<file path="config.mk">
export PLATFORM = sky130hd
export DESIGN_NAME = kbchm_mailbox
export DESIGN_NICKNAME = d
export VERILOG_FILES = /design/src/logic/kbchm_pkg.sv /design/src/logic/kbchm_sync.sv /design/src/logic/kbchm_od_pins.sv /design/src/logic/kbchm_mailbox.sv
export VERILOG_INCLUDE_DIRS = /design/src /design/src/logic
export SDC_FILE = /design/constraint.sdc
export NUM_CORES = 1
export LEC_CHECK = 0
export ABC_AREA = 1
export BUFFER_PORTS_ARGS = -buffer_cell sky130_fd_sc_hd__buf_2
export CORE_ASPECT_RATIO = 2
export CORE_MARGIN = 2
export CORE_UTILIZATION = 47
export CTS_CLUSTER_SIZE = 30
export DETAILED_ROUTE_END_ITERATION = 10
export PLACE_DENSITY = 0.7
export SETUP_SLACK_MARGIN = 0.1
export SLEW_MARGIN = 20
export SYNTH_ARGS = -nofsm -noshare
export SYNTH_HDL_FRONTEND = slang
export SYNTH_SLANG_ARGS = --single-unit
</file>
<file path="constraint.sdc">
create_clock -name sys_clk_in -period 1.2 [get_ports sys_clk_in]
set_input_delay 0.24 -clock sys_clk_in [delete_from_list [all_inputs] [get_ports sys_clk_in]]
set_output_delay 0.24 -clock sys_clk_in [all_outputs]
set_load 0.01 [all_outputs]
</file>
<file path="src/logic/kbchm_consts.svh">
// Constants of the keyboard host mailbox: addresses, field positions, reset values and counts.
`ifndef KBCHM_CONSTS_SVH
`define KBCHM_CONSTS_SVH

// ============================================================
// Host I/O addresses
// ============================================================
`define KBCHM_ADDR_DATA 16'h0060
`define KBCHM_ADDR_CMD 16'h0064
`define KBCHM_ADDR_SEL 16'h0004
`define KBCHM_SA2_BIT 2

// ============================================================
// Status register layout and reset
// ============================================================
`define KBCHM_ST_OFULL 0
`define KBCHM_ST_IFULL 1
`define KBCHM_ST_CD 3
`define KBCHM_STATUS_RST 8'h00
`define KBCHM_USER_MASK 8'hF4

// ============================================================
// Port two bits and reset
// ============================================================
`define KBCHM_PORT2_RST 8'h00
`define KBCHM_P2_A20 1
`define KBCHM_P2_MS_DATA 2
`define KBCHM_P2_MS_CLK 3
`define KBCHM_P2_KB_IRQ 4
`define KBCHM_P2_MS_IRQ 5
`define KBCHM_P2_KB_CLK 6
`define KBCHM_P2_KB_DATA 7

// ============================================================
// Synchroniser and timing
// ============================================================
`define KBCHM_SYNC_W 30
`define KBCHM_SYNC_RST 30'h3FFF_FFFF
`define KBCHM_RST_MIN_CYC 24

`endif

</file>
<file path="src/logic/kbchm_pkg.sv">
// Types shared by the keyboard host mailbox modules.
package kbchm_pkg;

    // ============================================================
    // Status register image, msb first.
    // ============================================================
    typedef struct packed {
        logic [3:0] user_hi;
        logic cd;
        logic user_2;
        logic ifull;
        logic ofull;
    } kbchm_status_type;

    // ============================================================
    // One synchronised view of the host and line pins.
    // ============================================================
    typedef struct packed {
        logic [3:0] line;
        logic wr_n;
        logic rd_n;
        logic [7:0] data;
        logic [15:0] addr;
    } kbchm_pins_type;

    // Power states of the controller core.
    typedef enum logic [1:0] {
        KBCHM_RUN,
        KBCHM_SOFT,
        KBCHM_HARD
    } kbchm_pwr_type;

endpackage

</file>
<file path="src/logic/kbchm_sync.sv">
// Two-stage synchroniser for every pin that the mailbox samples.
`timescale 1ns/1ps
`include "kbchm_consts.svh"

module kbchm_sync
(
    input wire logic sys_clk_in, // Controller clock.
    input wire logic rstn_in, // Synchronous reset, active low.
    input wire logic [`KBCHM_SYNC_W-1:0] async_in, // Raw pin levels.
    output logic [`KBCHM_SYNC_W-1:0] sync_out // Levels after two flops.
);

    // ============================================================
    // Stages
    // ============================================================
    logic [`KBCHM_SYNC_W-1:0] meta_r;
    logic [`KBCHM_SYNC_W-1:0] sync_r;

    // The first stage feeds only the second; idle pins read as high during reset.
    always_ff @(posedge sys_clk_in)
    begin
        if (!rstn_in)
        begin
            meta_r <= `KBCHM_SYNC_RST;
            sync_r <= `KBCHM_SYNC_RST;
        end
        else
        begin
            meta_r <= async_in;
            sync_r <= meta_r;
        end
    end

    assign sync_out = sync_r;

endmodule

</file>
<file path="src/logic/kbchm_od_pins.sv">
// Open-drain drivers for the keyboard and mouse clock and data lines.
`timescale 1ns/1ps
`include "kbchm_consts.svh"

module kbchm_od_pins
(
    input wire logic sys_clk_in, // Controller clock.
    input wire logic rstn_in, // Synchronous reset, active low.
    input wire logic [7:0] port2_in, // Port two image.
    output logic [3:0] line_drive_out, // Level driven: kb clock, kb data, mouse clock, mouse data.
    output logic [3:0] line_oe_out // High while the line is pulled low.
);

    logic [3:0] oe_r;
    logic [3:0] drive_r;

    // ============================================================
    // Per-line mapping
    // ============================================================
    // The pin is the inverted port bit, so a one in the port pulls the line low.
    genvar gi;
    generate
        for (gi = 0; gi < 4; gi = gi + 1)
        begin : g_line
            localparam int SRC = (gi == 0) ? `KBCHM_P2_KB_CLK : (gi == 1) ? `KBCHM_P2_KB_DATA :
                                 (gi == 2) ? `KBCHM_P2_MS_CLK : `KBCHM_P2_MS_DATA;
            logic oe_nxt;
            always_comb
            begin
                oe_nxt = port2_in[SRC];
            end
            // Lines float high during reset so the external pull-ups win.
            always_ff @(posedge sys_clk_in)
            begin
                if (!rstn_in)
                begin
                    oe_r[gi] <= 1'b0;
                    drive_r[gi] <= 1'b0;
                end
                else
                begin
                    oe_r[gi] <= oe_nxt;
                    drive_r[gi] <= 1'b0;
                end
            end
        end
    endgenerate

    assign line_oe_out = oe_r;
    assign line_drive_out = drive_r;
endmodule

</file>
<file path="src/logic/kbchm_mailbox.sv">
// Keyboard controller host mailbox: host port, flags, interrupt gating, pins and power-down.
//
// Contract
// Data write loads input, clears C/D, sets input-full
// Command write loads input, sets C/D, input-full
// Command-address read returns status, data untouched
// Data read returns output; gated clears flag, interrupt
// Ungated: firmware clears interrupt and aux flag
// Host write copies SA2 into C/D
// Controller output write sets output-full, gated interrupt
// Controller input read clears input-full and interrupt
// Gated keyboard interrupt is output-full while port2 bit4
// Ungated keyboard interrupt follows port2 bit4
// Gated mouse interrupt: inverted input-full with bit5
// Ungated mouse interrupt follows port2 bit5
// Port2 bit1 drives gate A20
// Inverted port2 bits drive open-drain lines
// Halt stops ALU until reset or write
// Write wake calls input-full routine if enabled
// Reset wake restarts fetch at zero
// Stop disables oscillator, same wake sources
// Two core interrupts: input-full, timer overflow
// Status resets zero, host read-only
// Status: output-full bit0, input-full bit1, C/D bit3
// Reset held at least 24 clocks
// Data read with output-full clear changes nothing
`timescale 1ns/1ps
`include "kbchm_consts.svh"

module kbchm_mailbox
(
    input wire logic sys_clk_in, // Controller clock, 40 MHz.
    input wire logic rstn_in, // Synchronous reset, active low.
    input wire logic [15:0] host_addr_in, // Host I/O address.
    input wire logic [7:0] host_data_in, // Host write data.
    input wire logic host_rd_n_in, // Host I/O read strobe, active low.
    input wire logic host_wr_n_in, // Host I/O write strobe, active low.
    output logic [7:0] host_data_out, // Host read data.
    output logic host_data_oe_out, // High while driving host data.
    output logic keyboard_interrupt_out, // Keyboard interrupt.
    output logic mouse_interrupt_out, // Mouse interrupt.
    output logic gate_a20_out, // Gate A20 output.
    input wire logic [3:0] line_in, // Sensed kb clock, kb data, mouse clock, mouse data.
    output logic [3:0] line_drive_out, // Open-drain drive level.
    output logic [3:0] line_oe_out, // Open-drain enable.
    input wire logic ctl_out_wr_in, // Core writes the output register.
    input wire logic [7:0] ctl_out_data_in, // Core output byte.
    input wire logic ctl_in_rd_in, // Core reads the input register.
    output logic [7:0] controller_input_reg_out, // Input register for the core.
    input wire logic ctl_status_wr_in, // Core writes the status register.
    input wire logic [7:0] ctl_status_data_in, // Core status byte.
    output logic [7:0] ctl_status_out, // Status register for the core.
    input wire logic ctl_en_flags_in, // Core enables flag gating.
    input wire logic ctl_port2_wr_in, // Core writes port two.
    input wire logic [7:0] ctl_port2_data_in, // Port two byte.
    output logic sense_input_zero_out, // Keyboard clock sensed.
    output logic sense_input_one_out, // Mouse clock sensed.
    output logic port1_bit0_out, // Keyboard data sensed.
    output logic port1_bit1_out, // Mouse data sensed.
    input wire logic ctl_halt_in, // Core executes halt.
    input wire logic ctl_stop_in, // Core executes stop.
    input wire logic ctl_ifull_ie_in, // Core input-full interrupt enable.
    input wire logic timer_ovf_in, // Core timer overflow.
    output logic [1:0] core_irq_out, // Core interrupts: timer, input-full.
    output logic alu_clk_en_out, // ALU clock enable.
    output logic osc_en_out, // Oscillator driver enable.
    output logic resume_call_out, // Wake resumes with an interrupt call.
    output logic resume_next_out, // Wake resumes with the next instruction.
    output logic fetch_zero_out // Fetch restarts at address zero.
);

    // ============================================================
    // Pin synchronisation
    // ============================================================
    logic [`KBCHM_SYNC_W-1:0] sync_bits;
    kbchm_pkg::kbchm_pins_type pins;

    kbchm_sync u_sync
    (
        .sys_clk_in(sys_clk_in),
        .rstn_in(rstn_in),
        .async_in({line_in, host_wr_n_in, host_rd_n_in, host_data_in, host_addr_in}),
        .sync_out(sync_bits)
    );

    assign pins = kbchm_pkg::kbchm_pins_type'(sync_bits);

    // ============================================================
    // Host cycle detection
    // ============================================================
    logic wr_prev_r;
    logic rd_prev_r;
    logic wr_prev_nxt;
    logic rd_prev_nxt;
    kbchm_pkg::kbchm_pins_type cap_r;
    kbchm_pkg::kbchm_pins_type cap_nxt;
    logic cap_hit;
    logic cap_sa2;
    logic wr_evt;
    logic rd_evt;
    logic live_hit;

    // Address and data are captured while a strobe is low, because ISA may move them right at the end.
    always_comb
    begin
        wr_prev_nxt = pins.wr_n;
        rd_prev_nxt = pins.rd_n;
        cap_nxt = cap_r;
        if (!pins.wr_n || !pins.rd_n)
        begin
            cap_nxt = pins;
        end
    end

    always_ff @(posedge sys_clk_in)
    begin
        if (!rstn_in)
        begin
            wr_prev_r <= 1'b1;
            rd_prev_r <= 1'b1;
            cap_r <= kbchm_pkg::kbchm_pins_type'(`KBCHM_SYNC_RST);
        end
        else
        begin
            wr_prev_r <= wr_prev_nxt;
            rd_prev_r <= rd_prev_nxt;
            cap_r <= cap_nxt;
        end
    end

    // A cycle is acted on at the release of its strobe.
    assign cap_hit = (cap_r.addr & ~`KBCHM_ADDR_SEL) == `KBCHM_ADDR_DATA;
    assign cap_sa2 = cap_r.addr[`KBCHM_SA2_BIT];
    assign wr_evt = !wr_prev_r && pins.wr_n && cap_hit;
    assign rd_evt = !rd_prev_r && pins.rd_n && cap_hit;
    assign live_hit = (pins.addr & ~`KBCHM_ADDR_SEL) == `KBCHM_ADDR_DATA;

    // ============================================================
    // Mailbox registers and flags
    // ============================================================
    kbchm_pkg::kbchm_status_type status_r;
    kbchm_pkg::kbchm_status_type status_nxt;
    logic [7:0] in_data_r;
    logic [7:0] in_data_nxt;
    logic [7:0] out_data_r;
    logic [7:0] out_data_nxt;
    logic en_flags_r;
    logic en_flags_nxt;
    logic [7:0] port2_r;
    logic [7:0] port2_nxt;

    // Hardware sets are applied last so a set in the same cycle as a clear wins.
    always_comb
    begin
        status_nxt = status_r;
        in_data_nxt = in_data_r;
        out_data_nxt = out_data_r;
        en_flags_nxt = en_flags_r | ctl_en_flags_in;
        port2_nxt = ctl_port2_wr_in ? ctl_port2_data_in : port2_r;
        if (ctl_status_wr_in)
        begin
            status_nxt = kbchm_pkg::kbchm_status_type'((status_r & ~`KBCHM_USER_MASK) |
                                                       (ctl_status_data_in & `KBCHM_USER_MASK));
            // Without gating, firmware clears the output-full indication itself.
            if (!en_flags_r && !ctl_status_data_in[`KBCHM_ST_OFULL])
            begin
                status_nxt.ofull = 1'b0;
            end
        end
        if (ctl_in_rd_in)
        begin
            status_nxt.ifull = 1'b0;
        end
        if (rd_evt && !cap_sa2 && en_flags_r)
        begin
            status_nxt.ofull = 1'b0;
        end
        if (ctl_out_wr_in)
        begin
            out_data_nxt = ctl_out_data_in;
            status_nxt.ofull = 1'b1;
        end
        if (wr_evt)
        begin
            in_data_nxt = cap_r.data;
            status_nxt.ifull = 1'b1;
            status_nxt.cd = cap_sa2;
        end
    end

    always_ff @(posedge sys_clk_in)
    begin
        if (!rstn_in)
        begin
            status_r <= kbchm_pkg::kbchm_status_type'(`KBCHM_STATUS_RST);
            in_data_r <= 8'h00;
            out_data_r <= 8'h00;
            en_flags_r <= 1'b0;
            port2_r <= `KBCHM_PORT2_RST;
        end
        else
        begin
            status_r <= status_nxt;
            in_data_r <= in_data_nxt;
            out_data_r <= out_data_nxt;
            en_flags_r <= en_flags_nxt;
            port2_r <= port2_nxt;
        end
    end

    // ============================================================
    // Registered outputs
    // ============================================================
    logic [7:0] hdata_r;
    logic hoe_r;
    logic kb_irq_r;
    logic ms_irq_r;
    logic a20_r;
    logic [7:0] cin_r;
    logic [7:0] cst_r;
    logic [3:0] sense_r;
    logic [1:0] irq_r;
    logic [7:0] hdata_nxt;
    logic hoe_nxt;
    logic kb_irq_nxt;
    logic ms_irq_nxt;

    // Interrupts are computed from next values so they move in the same cycle as the flags.
    always_comb
    begin
        hoe_nxt = !pins.rd_n && live_hit;
        hdata_nxt = pins.addr[`KBCHM_SA2_BIT] ? status_r : out_data_r;
        if (en_flags_nxt)
        begin
            kb_irq_nxt = port2_nxt[`KBCHM_P2_KB_IRQ] & status_nxt.ofull;
            ms_irq_nxt = port2_nxt[`KBCHM_P2_MS_IRQ] & ~status_nxt.ifull;
        end
        else
        begin
            kb_irq_nxt = port2_nxt[`KBCHM_P2_KB_IRQ];
            ms_irq_nxt = port2_nxt[`KBCHM_P2_MS_IRQ];
        end
    end

    always_ff @(posedge sys_clk_in)
    begin
        if (!rstn_in)
        begin
            hdata_r <= 8'h00;
            hoe_r <= 1'b0;
            kb_irq_r <= 1'b0;
            ms_irq_r <= 1'b0;
            a20_r <= 1'b0;
            cin_r <= 8'h00;
            cst_r <= `KBCHM_STATUS_RST;
            sense_r <= 4'hF;
            irq_r <= 2'h0;
        end
        else
        begin
            hdata_r <= hdata_nxt;
            hoe_r <= hoe_nxt;
            kb_irq_r <= kb_irq_nxt;
            ms_irq_r <= ms_irq_nxt;
            a20_r <= port2_nxt[`KBCHM_P2_A20];
            cin_r <= in_data_nxt;
            cst_r <= status_nxt;
            sense_r <= pins.line;
            irq_r <= {timer_ovf_in, status_nxt.ifull};
        end
    end

    assign host_data_out = hdata_r;
    assign host_data_oe_out = hoe_r;
    assign keyboard_interrupt_out = kb_irq_r;
    assign mouse_interrupt_out = ms_irq_r;
    assign gate_a20_out = a20_r;
    assign controller_input_reg_out = cin_r;
    assign ctl_status_out = cst_r;
    assign sense_input_zero_out = sense_r[0];
    assign port1_bit0_out = sense_r[1];
    assign sense_input_one_out = sense_r[2];
    assign port1_bit1_out = sense_r[3];
    assign core_irq_out = irq_r;

    kbchm_od_pins u_pins
    (
        .sys_clk_in(sys_clk_in),
        .rstn_in(rstn_in),
        .port2_in(port2_r),
        .line_drive_out(line_drive_out),
        .line_oe_out(line_oe_out)
    );

    // ============================================================
    // Power-down control
    // ============================================================
    kbchm_pkg::kbchm_pwr_type pwr_r;
    kbchm_pkg::kbchm_pwr_type pwr_nxt;
    logic alu_en_r;
    logic osc_en_r;
    logic call_r;
    logic next_r;
    logic fz_r;
    logic call_nxt;
    logic next_nxt;

    // Only a host write wakes the core; reset wakes it through the reset branch.
    always_comb
    begin
        pwr_nxt = pwr_r;
        call_nxt = 1'b0;
        next_nxt = 1'b0;
        case (pwr_r)
            kbchm_pkg::KBCHM_RUN:
            begin
                if (ctl_stop_in)
                begin
                    pwr_nxt = kbchm_pkg::KBCHM_HARD;
                end
                else if (ctl_halt_in)
                begin
                    pwr_nxt = kbchm_pkg::KBCHM_SOFT;
                end
            end
            kbchm_pkg::KBCHM_SOFT, kbchm_pkg::KBCHM_HARD:
            begin
                if (wr_evt)
                begin
                    pwr_nxt = kbchm_pkg::KBCHM_RUN;
                    call_nxt = ctl_ifull_ie_in;
                    next_nxt = !ctl_ifull_ie_in;
                end
            end
            default:
            begin
                pwr_nxt = kbchm_pkg::KBCHM_RUN;
            end
        endcase
    end

    // Reset restarts the oscillator; the holder of reset must cover its start-up time.
    always_ff @(posedge sys_clk_in)
    begin
        if (!rstn_in)
        begin
            pwr_r <= kbchm_pkg::KBCHM_RUN;
            alu_en_r <= 1'b1;
            osc_en_r <= 1'b1;
            call_r <= 1'b0;
            next_r <= 1'b0;
            fz_r <= 1'b1;
        end
        else
        begin
            pwr_r <= pwr_nxt;
            alu_en_r <= pwr_nxt == kbchm_pkg::KBCHM_RUN;
            osc_en_r <= pwr_nxt != kbchm_pkg::KBCHM_HARD;
            call_r <= call_nxt;
            next_r <= next_nxt;
            fz_r <= 1'b0;
        end
    end

    assign alu_clk_en_out = alu_en_r;
    assign osc_en_out = osc_en_r;
    assign resume_call_out = call_r;
    assign resume_next_out = next_r;
    assign fetch_zero_out = fz_r;
endmodule

</file>
* Word-level counts from Yosys, hierarchy flattened
Cells that the tools add are included.
** Cells by class
- Mux-type cells :: 17
- Eq/ne operators :: 5
- Reductions and logical operators :: 21
- Bitwise operators :: 5
** Operators with widths (number)
- $eq 15x6->1 const B :: 2
- $mux 8 :: 3
- $mux 1 :: 9
- $logic_and 1x1->1 :: 8
- $logic_not 1->1 :: 8
- $or 4x8->8 :: 1
- $mux 2 :: 3
- $mux 6 :: 1
- $logic_not 2->1 :: 2
- $pmux 2 s2 :: 1
- $reduce_and 3->1 :: 1
- $and 1x1->1 :: 2
- $eq 2x1->1 const B :: 1
- $eq 2x2->1 const B :: 1
- $ne 2x2->1 const B :: 1
- $reduce_or 2->1 :: 1
- $logic_or 1x1->1 :: 1
- $not 1->1 :: 1
- $or 1x1->1 :: 1
** Storage, ports and cells
- Output and inout bits :: 47
- Flip-flop bits (word level) :: 156
- Input port bits :: 65

* Logic depth before layout (Yosys ltp)
Gate-level depths: netlist of run 1.
- Word-level depth :: 9
- Mapped depth :: 9
- Mapped depth without buffers :: 9

* Cells and area by module
Synthesis of run 1 repeated with hierarchy kept, for this count alone.
** Unflattened totals
- Cell total of the unflattened synthesis :: 583
- Area, all modules :: 4843.4 µm²
** By module, submodules not included
- kbchm_mailbox :: sequential area each 1641.6 µm², times used 1, area an instance 2972.9 µm², cells each 379
- kbchm_sync :: sequential area each 1201.2 µm², times used 1, area an instance 1726.7 µm², cells each 187
- kbchm_od_pins :: sequential area each 80.1 µm², times used 1, area an instance 143.9 µm², cells each 17

* Least setup slack after synthesis of run 1
No wires, ideal clock.
- Path kind :: reg2reg
- Start :: reg pwr_r[0]
- End :: reg osc_en_r (netlist: osc_en_out)
- Arrival time :: 1.024 ns
- Path buffers :: 0
- Path slack :: 0.059 ns
- Required time :: 1.084 ns
- Clock period less this slack :: 1.141 ns
- Stages on the path, launching flop included :: 8
- Library setup time :: 0.116 ns
- Path through :: dfxtp_1 -> inv_1 -> ha_1 -> nand2_1 -> inv_1 -> nand2_4 -> a21oi_2 -> nand2_1
** On the way
- Longest elaborated chain between the ends :: 4
- Elaborated cells on any way between the ends :: 9
- Those cells by class :: 3 x eq/ne; 4 x mux; 2 x reduce/logical
** Ends and longest elaborated chain
- start: declaration :: line kbchm_mailbox.sv:298 : kbchm_pkg::kbchm_pwr_type pwr_r;
- start signal: assignment :: line kbchm_mailbox.sv:347 : pwr_r <= kbchm_pkg::KBCHM_RUN;
- start signal: assignment :: line kbchm_mailbox.sv:356 : pwr_r <= pwr_nxt;
- $eq 2x1->1 (tied with other cells) :: line kbchm_mailbox.sv:314 : case (pwr_r)
- $reduce_or 2->1 or $mux 2 (tied branches) :: line kbchm_mailbox.sv:314, kbchm_mailbox.sv:317
- $pmux 2 s2 * :: line kbchm_mailbox.sv:314
- $ne 2x2->1 * :: line kbchm_mailbox.sv:358 : osc_en_r <= pwr_nxt != kbchm_pkg::KBCHM_HARD;
- end signal: assignment :: line kbchm_mailbox.sv:358
- end: declaration :: line kbchm_mailbox.sv:301 : logic osc_en_r;
Every way passes the cells marked *; elsewhere a longest branch is shown, timed or not.
A chain may end at the register's enable or synchronous reset.

* Final worst setup path of run 1
- Start :: reg cap_r[4] (netlist bit)
- End :: reg cin_r[5] (netlist: controller_input_reg_out[5])
** On the way
- Longest elaborated chain between the ends :: 2
** Ends and longest elaborated chain
- start: declaration :: line kbchm_mailbox.sv:95 : kbchm_pkg::kbchm_pins_type cap_r;
- start signal: assignment :: line kbchm_mailbox.sv:121 : cap_r <= kbchm_pkg::kbchm_pins_type'(`KBCHM_SYNC_RST);
- start signal: assignment :: line kbchm_mailbox.sv:127 : cap_r <= cap_nxt;
- $eq 15x6->1 (no line)
- $logic_and 1x1->1 :: line kbchm_mailbox.sv:134 : assign wr_evt = !wr_prev_r && pins.wr_n && cap_hit;
- end signal: assignment :: line kbchm_mailbox.sv:266 : cin_r <= in_data_nxt;
- end: declaration :: line kbchm_mailbox.sv:219 : logic [7:0] cin_r;
Every way passes these cells.

==> impl_metrics.toml, run 1 <==
[status]
outcome = "finished, violations left"
violations = "setup timing"

[power_and_ir_drop]
powerDensity_nw_per_um2 = 1730
power.total_w = 0.0113
static-leakage-power_nw = 2.99
peak_ir_drop_on_the_vdd_network_v = 0.00112

[worst_hold_path]
min_path_type = "in2reg"

[clock_network]
clock_tree_from_tritoncts = "yes"
cts_buffer_depth = 2
clock_latency_reported_for_the_late_side_of_the_worst_skew_pair_ps = 410
cts-root-buf = "sky130_fd_sc_hd__clkbuf_16"
h-tree-depth = 4
tritoncts_num_sinks = 145
clock_edge_transition_at_the_registers_on_the_reported_setup_and_hold_paths_ps = 50
tritoncts.num_buffers = 17

[setup_path]
worstPathCellList = "nor2_2 -> nand2_2 -> nor2_4 -> nand3_4 -> buf_12 -> o21ai_1 -> a21oi_1"
critical-path-slowest-cell = "sky130_fd_sc_hd__dfxtp_2"
timing.critical_path.arrival_ps = 1520
critical_path.startpoint_type = "flop"
worstSetupPathType = "reg2reg"
critical_path.endpoint_type = "flop"
cp_top_delay_family = "simple AND/OR/NAND/NOR gates"
max_stage_delay_ps = 320
cp_data_required_time_ps = 1490
cp.buffers_inverters = 1
cp_max_fo = 10
ff2ff_setup_slack_ps = -30

[global_routing]
initial_antenna_violation_count = 0
gr-usage-all-layers = 0.178
grt_first_pass_wirelength_microns = 14800
remaining_global_route_overflow = 0
grt_start_max_net_pins = 30
via_count_of_the_first_global_routing_pass = 3511

[routing]
detailedRoute.firstIterationViolations = 111
postRouteWirelength_microns = 9140
detailroute.via_count = 3641
drt-wirelength-per-cell_microns = 11.6
route.antenna.remaining_nets = 0
dr.pass1.iters = 6
drc = 0
routed_via_density = 4.61

[die]
starting_density = 0.484
dieArea_sq_um = 10800
die_w_microns = 74.6
io-pin-count = 112
rows = 51
core-area_sq_um = 9700
die_y_microns = 145

[synth]
synthTopCellsByCount = "sky130_fd_sc_hd__dfxtp_1 (145), sky130_fd_sc_hd__nor2_1 (70), sky130_fd_sc_hd__nand2_1 (65)"
ys_seq_elements = 145
synthDominantCellAreaShare = 0.619
synth_top_cells_by_area = "sky130_fd_sc_hd__dfxtp_1 (62%), sky130_fd_sc_hd__or2_2 (8.5%), sky130_fd_sc_hd__nor2_1 (5.6%)"
synthesized_area_sq_um = 4690
ys.flop_type = "sky130_fd_sc_hd__dfxtp_1"
post-synth-top-area-cell = "sky130_fd_sc_hd__dfxtp_1"
async_reset_ff_frac = 0
synth-seq-area-share = 0.619
synth-edff-count = 0
synth.lib_cells_used.distinct = 30
yosys.cell_count.top_type = "sky130_fd_sc_hd__dfxtp_1"
postSynthCellCount = 517
synthesis.area_per_instance_sq_um = 9.07
ys.warnings.count = 0

[layout]
antennaDiodeCount = 0
fin_area_sq_um = 6490
post_layout_net_count = 713
drive_above_1_share = 0.433
areaGrowthSynthToFinish_pct = 38.4

[job]
max_cap_viol_count = 0

[placed_design]
detailed_place.area_sq_um = 5490
place.detailed.hpwl_microns = 6290
place_ws_ps = -58.3
gp_congestion = 0.827
io_buffers = 104

[timing]
grt_setup_unrepaired = "true"
finalSetupViolations = 10
setup-tns-final_ps = -141
maxClockFrequency_ghz = 0.811
min_period_over_period = 1.03
finalHoldViolCount = 0
finalClockSkew_ps = 6.44
slew_violations = 0
post-route-worst-setup-slack_ps = -33.1
period_needed_ps = 1230
-- stage by stage --
stage	hold slack [ps]	instances	util
global placement	395	748	0.566
global route	9.68	790	0.669
detailed placement	397	748	0.566
CTS	0.621	788	0.652
floorplan	319	520	-
finish	16.2	790	0.669
-- registers in the layout (all words and copies together), names as in the netlist, 2 cells and up --
register,flops
u_sync.meta_r,30
u_sync.sync_out,30
cap_r,24
controller_input_reg_out,8
host_data_out,8
out_data_r,8
port2_r,7
ctl_status_out,5
sense_r,4
u_pins.line_oe_out,4
status_r,3
pwr_r,2
-- kinds of logic (layout without fill, tap and decap cells) --
family          count (synthesis)  in the layout  share of synthesized area
compound gates                 65             65                     0.0763
fa+ha+maj                       2              2                    0.00533
buf+inv                        73            211                     0.0661
flops                         145            145                      0.619
other cells                     1              4                   0.000799
simple gates                  231            231                      0.233
-- layout by cell type (no fill, tap or decap), types with 2 or more instances in the layout --
master / Yosys / final
sky130_fd_sc_hd__a21oi_1: 15 / 15
sky130_fd_sc_hd__buf_12: 0 / 6
sky130_fd_sc_hd__buf_2: 8 / 74
sky130_fd_sc_hd__buf_4: 5 / 21
sky130_fd_sc_hd__buf_6: 1 / 31
sky130_fd_sc_hd__bufinv_16: 0 / 3
sky130_fd_sc_hd__clkbuf_16: 0 / 18
sky130_fd_sc_hd__clkbuf_8: 0 / 3
sky130_fd_sc_hd__clkinv_1: 1 / 2
sky130_fd_sc_hd__clkinv_2: 0 / 4
sky130_fd_sc_hd__clkinvlp_4: 0 / 2
sky130_fd_sc_hd__conb_1: 1 / 4
sky130_fd_sc_hd__dfxtp_1: 145 / 112
sky130_fd_sc_hd__dfxtp_2: 0 / 33
sky130_fd_sc_hd__dlygate4sd3_1: 0 / 2
sky130_fd_sc_hd__inv_1: 43 / 38
sky130_fd_sc_hd__inv_2: 1 / 5
sky130_fd_sc_hd__nand2_1: 65 / 59
sky130_fd_sc_hd__nand2_2: 0 / 6
sky130_fd_sc_hd__nand3_1: 19 / 18
sky130_fd_sc_hd__nor2_1: 70 / 68
sky130_fd_sc_hd__nor2_2: 2 / 2
sky130_fd_sc_hd__nor2_4: 0 / 2
sky130_fd_sc_hd__nor3_1: 2 / 2
sky130_fd_sc_hd__nor4_1: 4 / 2
sky130_fd_sc_hd__nor4_2: 0 / 2
sky130_fd_sc_hd__o211ai_1: 7 / 7
sky130_fd_sc_hd__o21ai_0: 35 / 31
sky130_fd_sc_hd__o21ai_1: 4 / 7
sky130_fd_sc_hd__o21ai_2: 2 / 2
sky130_fd_sc_hd__or2_2: 64 / 64
-- where the power goes --
group	total (W)	switching, W	internal [W]
combinational	0.000821	0.000404	0.000417
sequential	0.00519	0.000105	0.00508
clock	0.00524	0.00183	0.00341
total	0.0113	0.00234	0.00891
-- worst paths after layout --
kind	start	to	depth (start not counted)
max reg2reg	cap_r[4]	controller_input_reg_out[5]	7
min	timer_ovf_in	core_irq_out[1]	3
min reg2reg	u_sync.meta_r[12]	u_sync.sync_out[12]	1
max	cap_r[4]	controller_input_reg_out[5]	7
-- worst register-to-register path: stages (launching register included) --
cell and delay [ps]:
sky130_fd_sc_hd__dfxtp_2 320, sky130_fd_sc_hd__nor2_2 110, sky130_fd_sc_hd__nand2_2 90, sky130_fd_sc_hd__nor2_4 150
sky130_fd_sc_hd__nand3_4 100, sky130_fd_sc_hd__buf_12 160, sky130_fd_sc_hd__o21ai_1 130, sky130_fd_sc_hd__a21oi_1 60
-- timing repair --
action / CTS / global route
gates cloned: 0 / 1
buffers inserted: 7 / 1
hold buffers: 2 / 0
pin swaps: 3 / 6
gates resized for setup: 51 / 35
setup endpoints to repair: 39 / 51
hold endpoints to repair: 2 / 0
-- final cells by class --
| type | instances | area [sq um] |
|---|---|---|
| flip-flops and latches | 145 | 2940 |
| well taps | 132 | 165 |
| fillers | 758 | 3210 |
| clock inverters | 10 | 134 |
| inverters | 45 | 169 |
| repair buffers | 135 | 1040 |
| multi-input cells | 302 | 1570 |
| clock buffers | 21 | 470 |
-- routing by layer --
| metal | share of wire | vias up | GRT usage |
|---|---|---|---|
| li1 | - | 1866 | - |
| met1 | 0.35 | 1646 | 0.167 |
| met2 | 0.57 | 112 | 0.329 |
| met3 | 0.052 | 17 | 0.0535 |
| met4 | 0.024 | 0 | 0.0866 |
| met5 | 0 | - | 0 |
No activity file was read; power rests on OpenSTA's default activity.
==> run 2: changes to the inputs <==
- ABC_AREA: 1 -> not set
==> run 2 against run 1 <==
Against the previous run:
- global-route usage up 1.3 points
- setup slack worse by 320 ps
- synthesized cell count down 11%
- the run still ends with setup timing left
- clock power down 2%
- largest cell class unchanged
- final cell count down 3.7%
- sequential share of layout area down 1.8 points
- highest routed layer unchanged
- critical path depth down 3
- die area down 0.23%
==> impl_metrics.toml, run 2 <==
[synth]
synthesized_area_sq_um = 4680
fraction_of_synthesized_cell_area_in_xor_and_xnor_cells = 0
post-synth-top-area-cell = "sky130_fd_sc_hd__dfxtp_1"
synth-edff-count = 0
synth_compound_gate_area_share = 0.0390
synthesized_area_fraction_occupied_by_adder_cells = 0.00535
synthesis.area_per_instance_sq_um = 10.2
synthDominantCellAreaShare = 0.620
synthTopCellsByCount = "sky130_fd_sc_hd__dfxtp_1 (145), sky130_fd_sc_hd__nand2b_1 (69), sky130_fd_sc_hd__nand2_1 (55)"
ys.flop_type = "sky130_fd_sc_hd__dfxtp_1"
synth-seq-area-share = 0.620
ys_seq_elements = 145
synth_simple_gate_area_share = 0.239
main_combinational_cell_family_by_area_after_synthesis = "simple AND/OR/NAND/NOR gates"
yosys.cell_count.top_type = "sky130_fd_sc_hd__dfxtp_1"
ys.warnings.count = 0
fraction_of_synthesized_area_in_multiplexers = 0.0599
postSynthCellCount = 460
synth_top_cells_by_area = "sky130_fd_sc_hd__dfxtp_1 (62%), sky130_fd_sc_hd__nand2b_1 (9.2%), sky130_fd_sc_hd__mux2i_1 (6.0%)"
async_reset_ff_frac = 0
synth.lib_cells_used.distinct = 36

[setup_path]
ff2ff_setup_slack_ps = -360
reg2regPathDepth = 4
rr_endpoint = "osc_en_out"
worstPathCellList = "nor4b_4 -> and4_4 -> a21oi_2 -> or4_1"
cp_data_required_time_ps = 1480
timing.critical_path.from = "cap_r[1]"
critical-path-slowest-cell = "sky130_fd_sc_hd__or4_1"
timing.critical_path.arrival_ps = 1840
worstSetupPathType = "reg2reg"
timing.rr.start = "cap_r[1]"
max_stage_delay_ps = 460
cp_max_fo = 2
critical_path.endpoint_type = "flop"
critical_path.startpoint_type = "flop"

[timing]
post-route-worst-setup-slack_ps = -358
slew_violations = 0
period_needed_ps = 1560
grt_setup_unrepaired = "true"
min_period_over_period = 1.30
finalHoldViolCount = 0
maxClockFrequency_ghz = 0.642
finalSetupViolations = 20
smallest_hold_slack_ps = 11.2
finalClockSkew_ps = 5.23

[layout]
antennaDiodeCount = 0
layout_commonest_cell = "sky130_fd_sc_hd__dfxtp_1"
areaGrowthSynthToFinish_pct = 45.0
most-common-layout-cells = "sky130_fd_sc_hd__dfxtp_1 (108), sky130_fd_sc_hd__buf_2 (72), sky130_fd_sc_hd__nand2b_1 (69), sky130_fd_sc_hd__nand2_1 (53), sky130_fd_sc_hd__buf_4 (42)"
fin_cells = 761
fillerInstances = 697
post_layout_net_count = 683
drive_above_1_share = 0.402

[routing]
drt-wirelength-per-cell_microns = 13.5
route.antenna.remaining_nets = 0
detailroute.via_count = 3598
dr.pass1.iters = 4
postRouteWirelength_microns = 10300
detailedRoute.firstIterationViolations = 161
routed_via_density = 4.73
drc = 0

[worst_hold_path]
holdPathStages = 2
worst_hold_path.endpoint = "u_sync.meta_r[6]"
min_path_type = "in2reg"
hp-start = "host_addr_in[6]"

[power_and_ir_drop]
switching_share = 0.223
comb_power_share = 0.087
power.share.sequential = 0.460
power.total_w = 0.0113
internal_power_w = 0.00878
peak_ir_drop_on_the_vdd_network_v = 0.00106
net-switching-power_w = 0.00251
static-leakage-power_nw = 3.07
powerDensity_nw_per_um2 = 1660
clock_power_share = 0.453

[status]
outcome = "finished, violations left"
violations = "setup timing"

[placed_design]
place.detailed.hpwl_microns = 6870
io_buffers = 104
gp_congestion = 0.865
dp_cells = 697

[clock_network]
tritoncts.num_buffers = 17
clock_latency_reported_for_the_late_side_of_the_worst_skew_pair_ps = 410
clock_edge_transition_at_the_registers_on_the_reported_setup_and_hold_paths_ps = 60
h-tree-depth = 4
cts-root-buf = "sky130_fd_sc_hd__clkbuf_16"
cts_buffer_depth = 2
clock_tree_from_tritoncts = "yes"
tritoncts_num_sinks = 145

[global_routing]
gr-usage-all-layers = 0.191
initial_antenna_violation_count = 0
remaining_global_route_overflow = 0
grt_start_max_net_pins = 46
via_count_of_the_first_global_routing_pass = 3705
grt_first_pass_wirelength_microns = 15700

[die]
dieArea_sq_um = 10800
die_w_microns = 74.6
rows = 51
die_y_microns = 145
starting_density = 0.482
io-pin-count = 112
core-area_sq_um = 9700

[job]
max_cap_viol_count = 0
-- run 2: kinds of logic (layout without fill, tap and decap cells) --
logic type	Yosys count	count (layout)
buffers and inverters	37	203
multiplexers	28	28
other	1	4
AND/OR/NAND/NOR	216	216
AO/OA/AOI/OAI	31	31
adder cells (fa/ha/maj)	2	2
flip-flops	145	145
-- run 2: metrics by stage --
stage               setup TNS [ps]  instance area (sq um)  setup slack, ps  utilization
finish                       -4070                   6790             -358        0.700
global route                 -5380                   6790             -405        0.700
CTS                          -3740                   6580             -334        0.678
detailed placement           -3930                   5510             -380        0.568
global placement             -3390                   5510             -377        0.568
floorplan                    -1180                   4740             -235            -
-- run 2: routing by layer --
| metal | vias up | part of all wire | GRT usage |
|---|---|---|---|
| met5 | - | 0 | 0 |
| met4 | 0 | 0.037 | 0.103 |
| met3 | 31 | 0.042 | 0.0597 |
| met2 | 123 | 0.60 | 0.375 |
| met1 | 1644 | 0.32 | 0.151 |
| li1 | 1800 | - | - |
-- run 2: critical path: cells and delay by family, from the launching register on --
| kind | cells | cell delay [ps] |
|---|---|---|
| AOI/OAI and AO/OA | 1 | 60 |
| DFF | 1 | 330 |
| and+or+nand+nor | 3 | 1030 |
-- run 2: worst max-delay path by stage --
stage / end / depth (start not counted)
after global placement: osc_en_out / 4
after floorplan: osc_en_out / 4
after global routing: osc_en_out / 4
after CTS: osc_en_out / 4
after detailed placement: osc_en_out / 4
final: osc_en_out / 4
-- run 2: repair_timing --
action,4_1_cts,5_1_grt
endpoints found under the hold margin,14,1
setup buffers,13,2
setup endpoints to repair,41,77
pin swaps,7,8
gates cloned,1,1
resized for setup,59,41
hold buffers,14,1
-- run 2: cell type report --
type                    count  area, sq um  share of cell area
clock buffers              20          457              0.0673
inverters                   4         15.0             0.00221
clock inverters            12          133              0.0195
flip-flops and latches    145         2950               0.435
multi-input cells         281         1780               0.262
repair buffers            167         1290               0.190
well taps                 132          165              0.0243
-- run 2: power groups by stage --
stage                     registers [W]  clock network [W]  logic [W]
final                           0.00520            0.00511   0.000981
after global routing            0.00522            0.00543    0.00108
after CTS                       0.00519            0.00519   0.000933
after detailed placement        0.00528                  0   0.000822
after global placement          0.00526                  0   0.000791
after floorplan                 0.00528                  0   0.000471
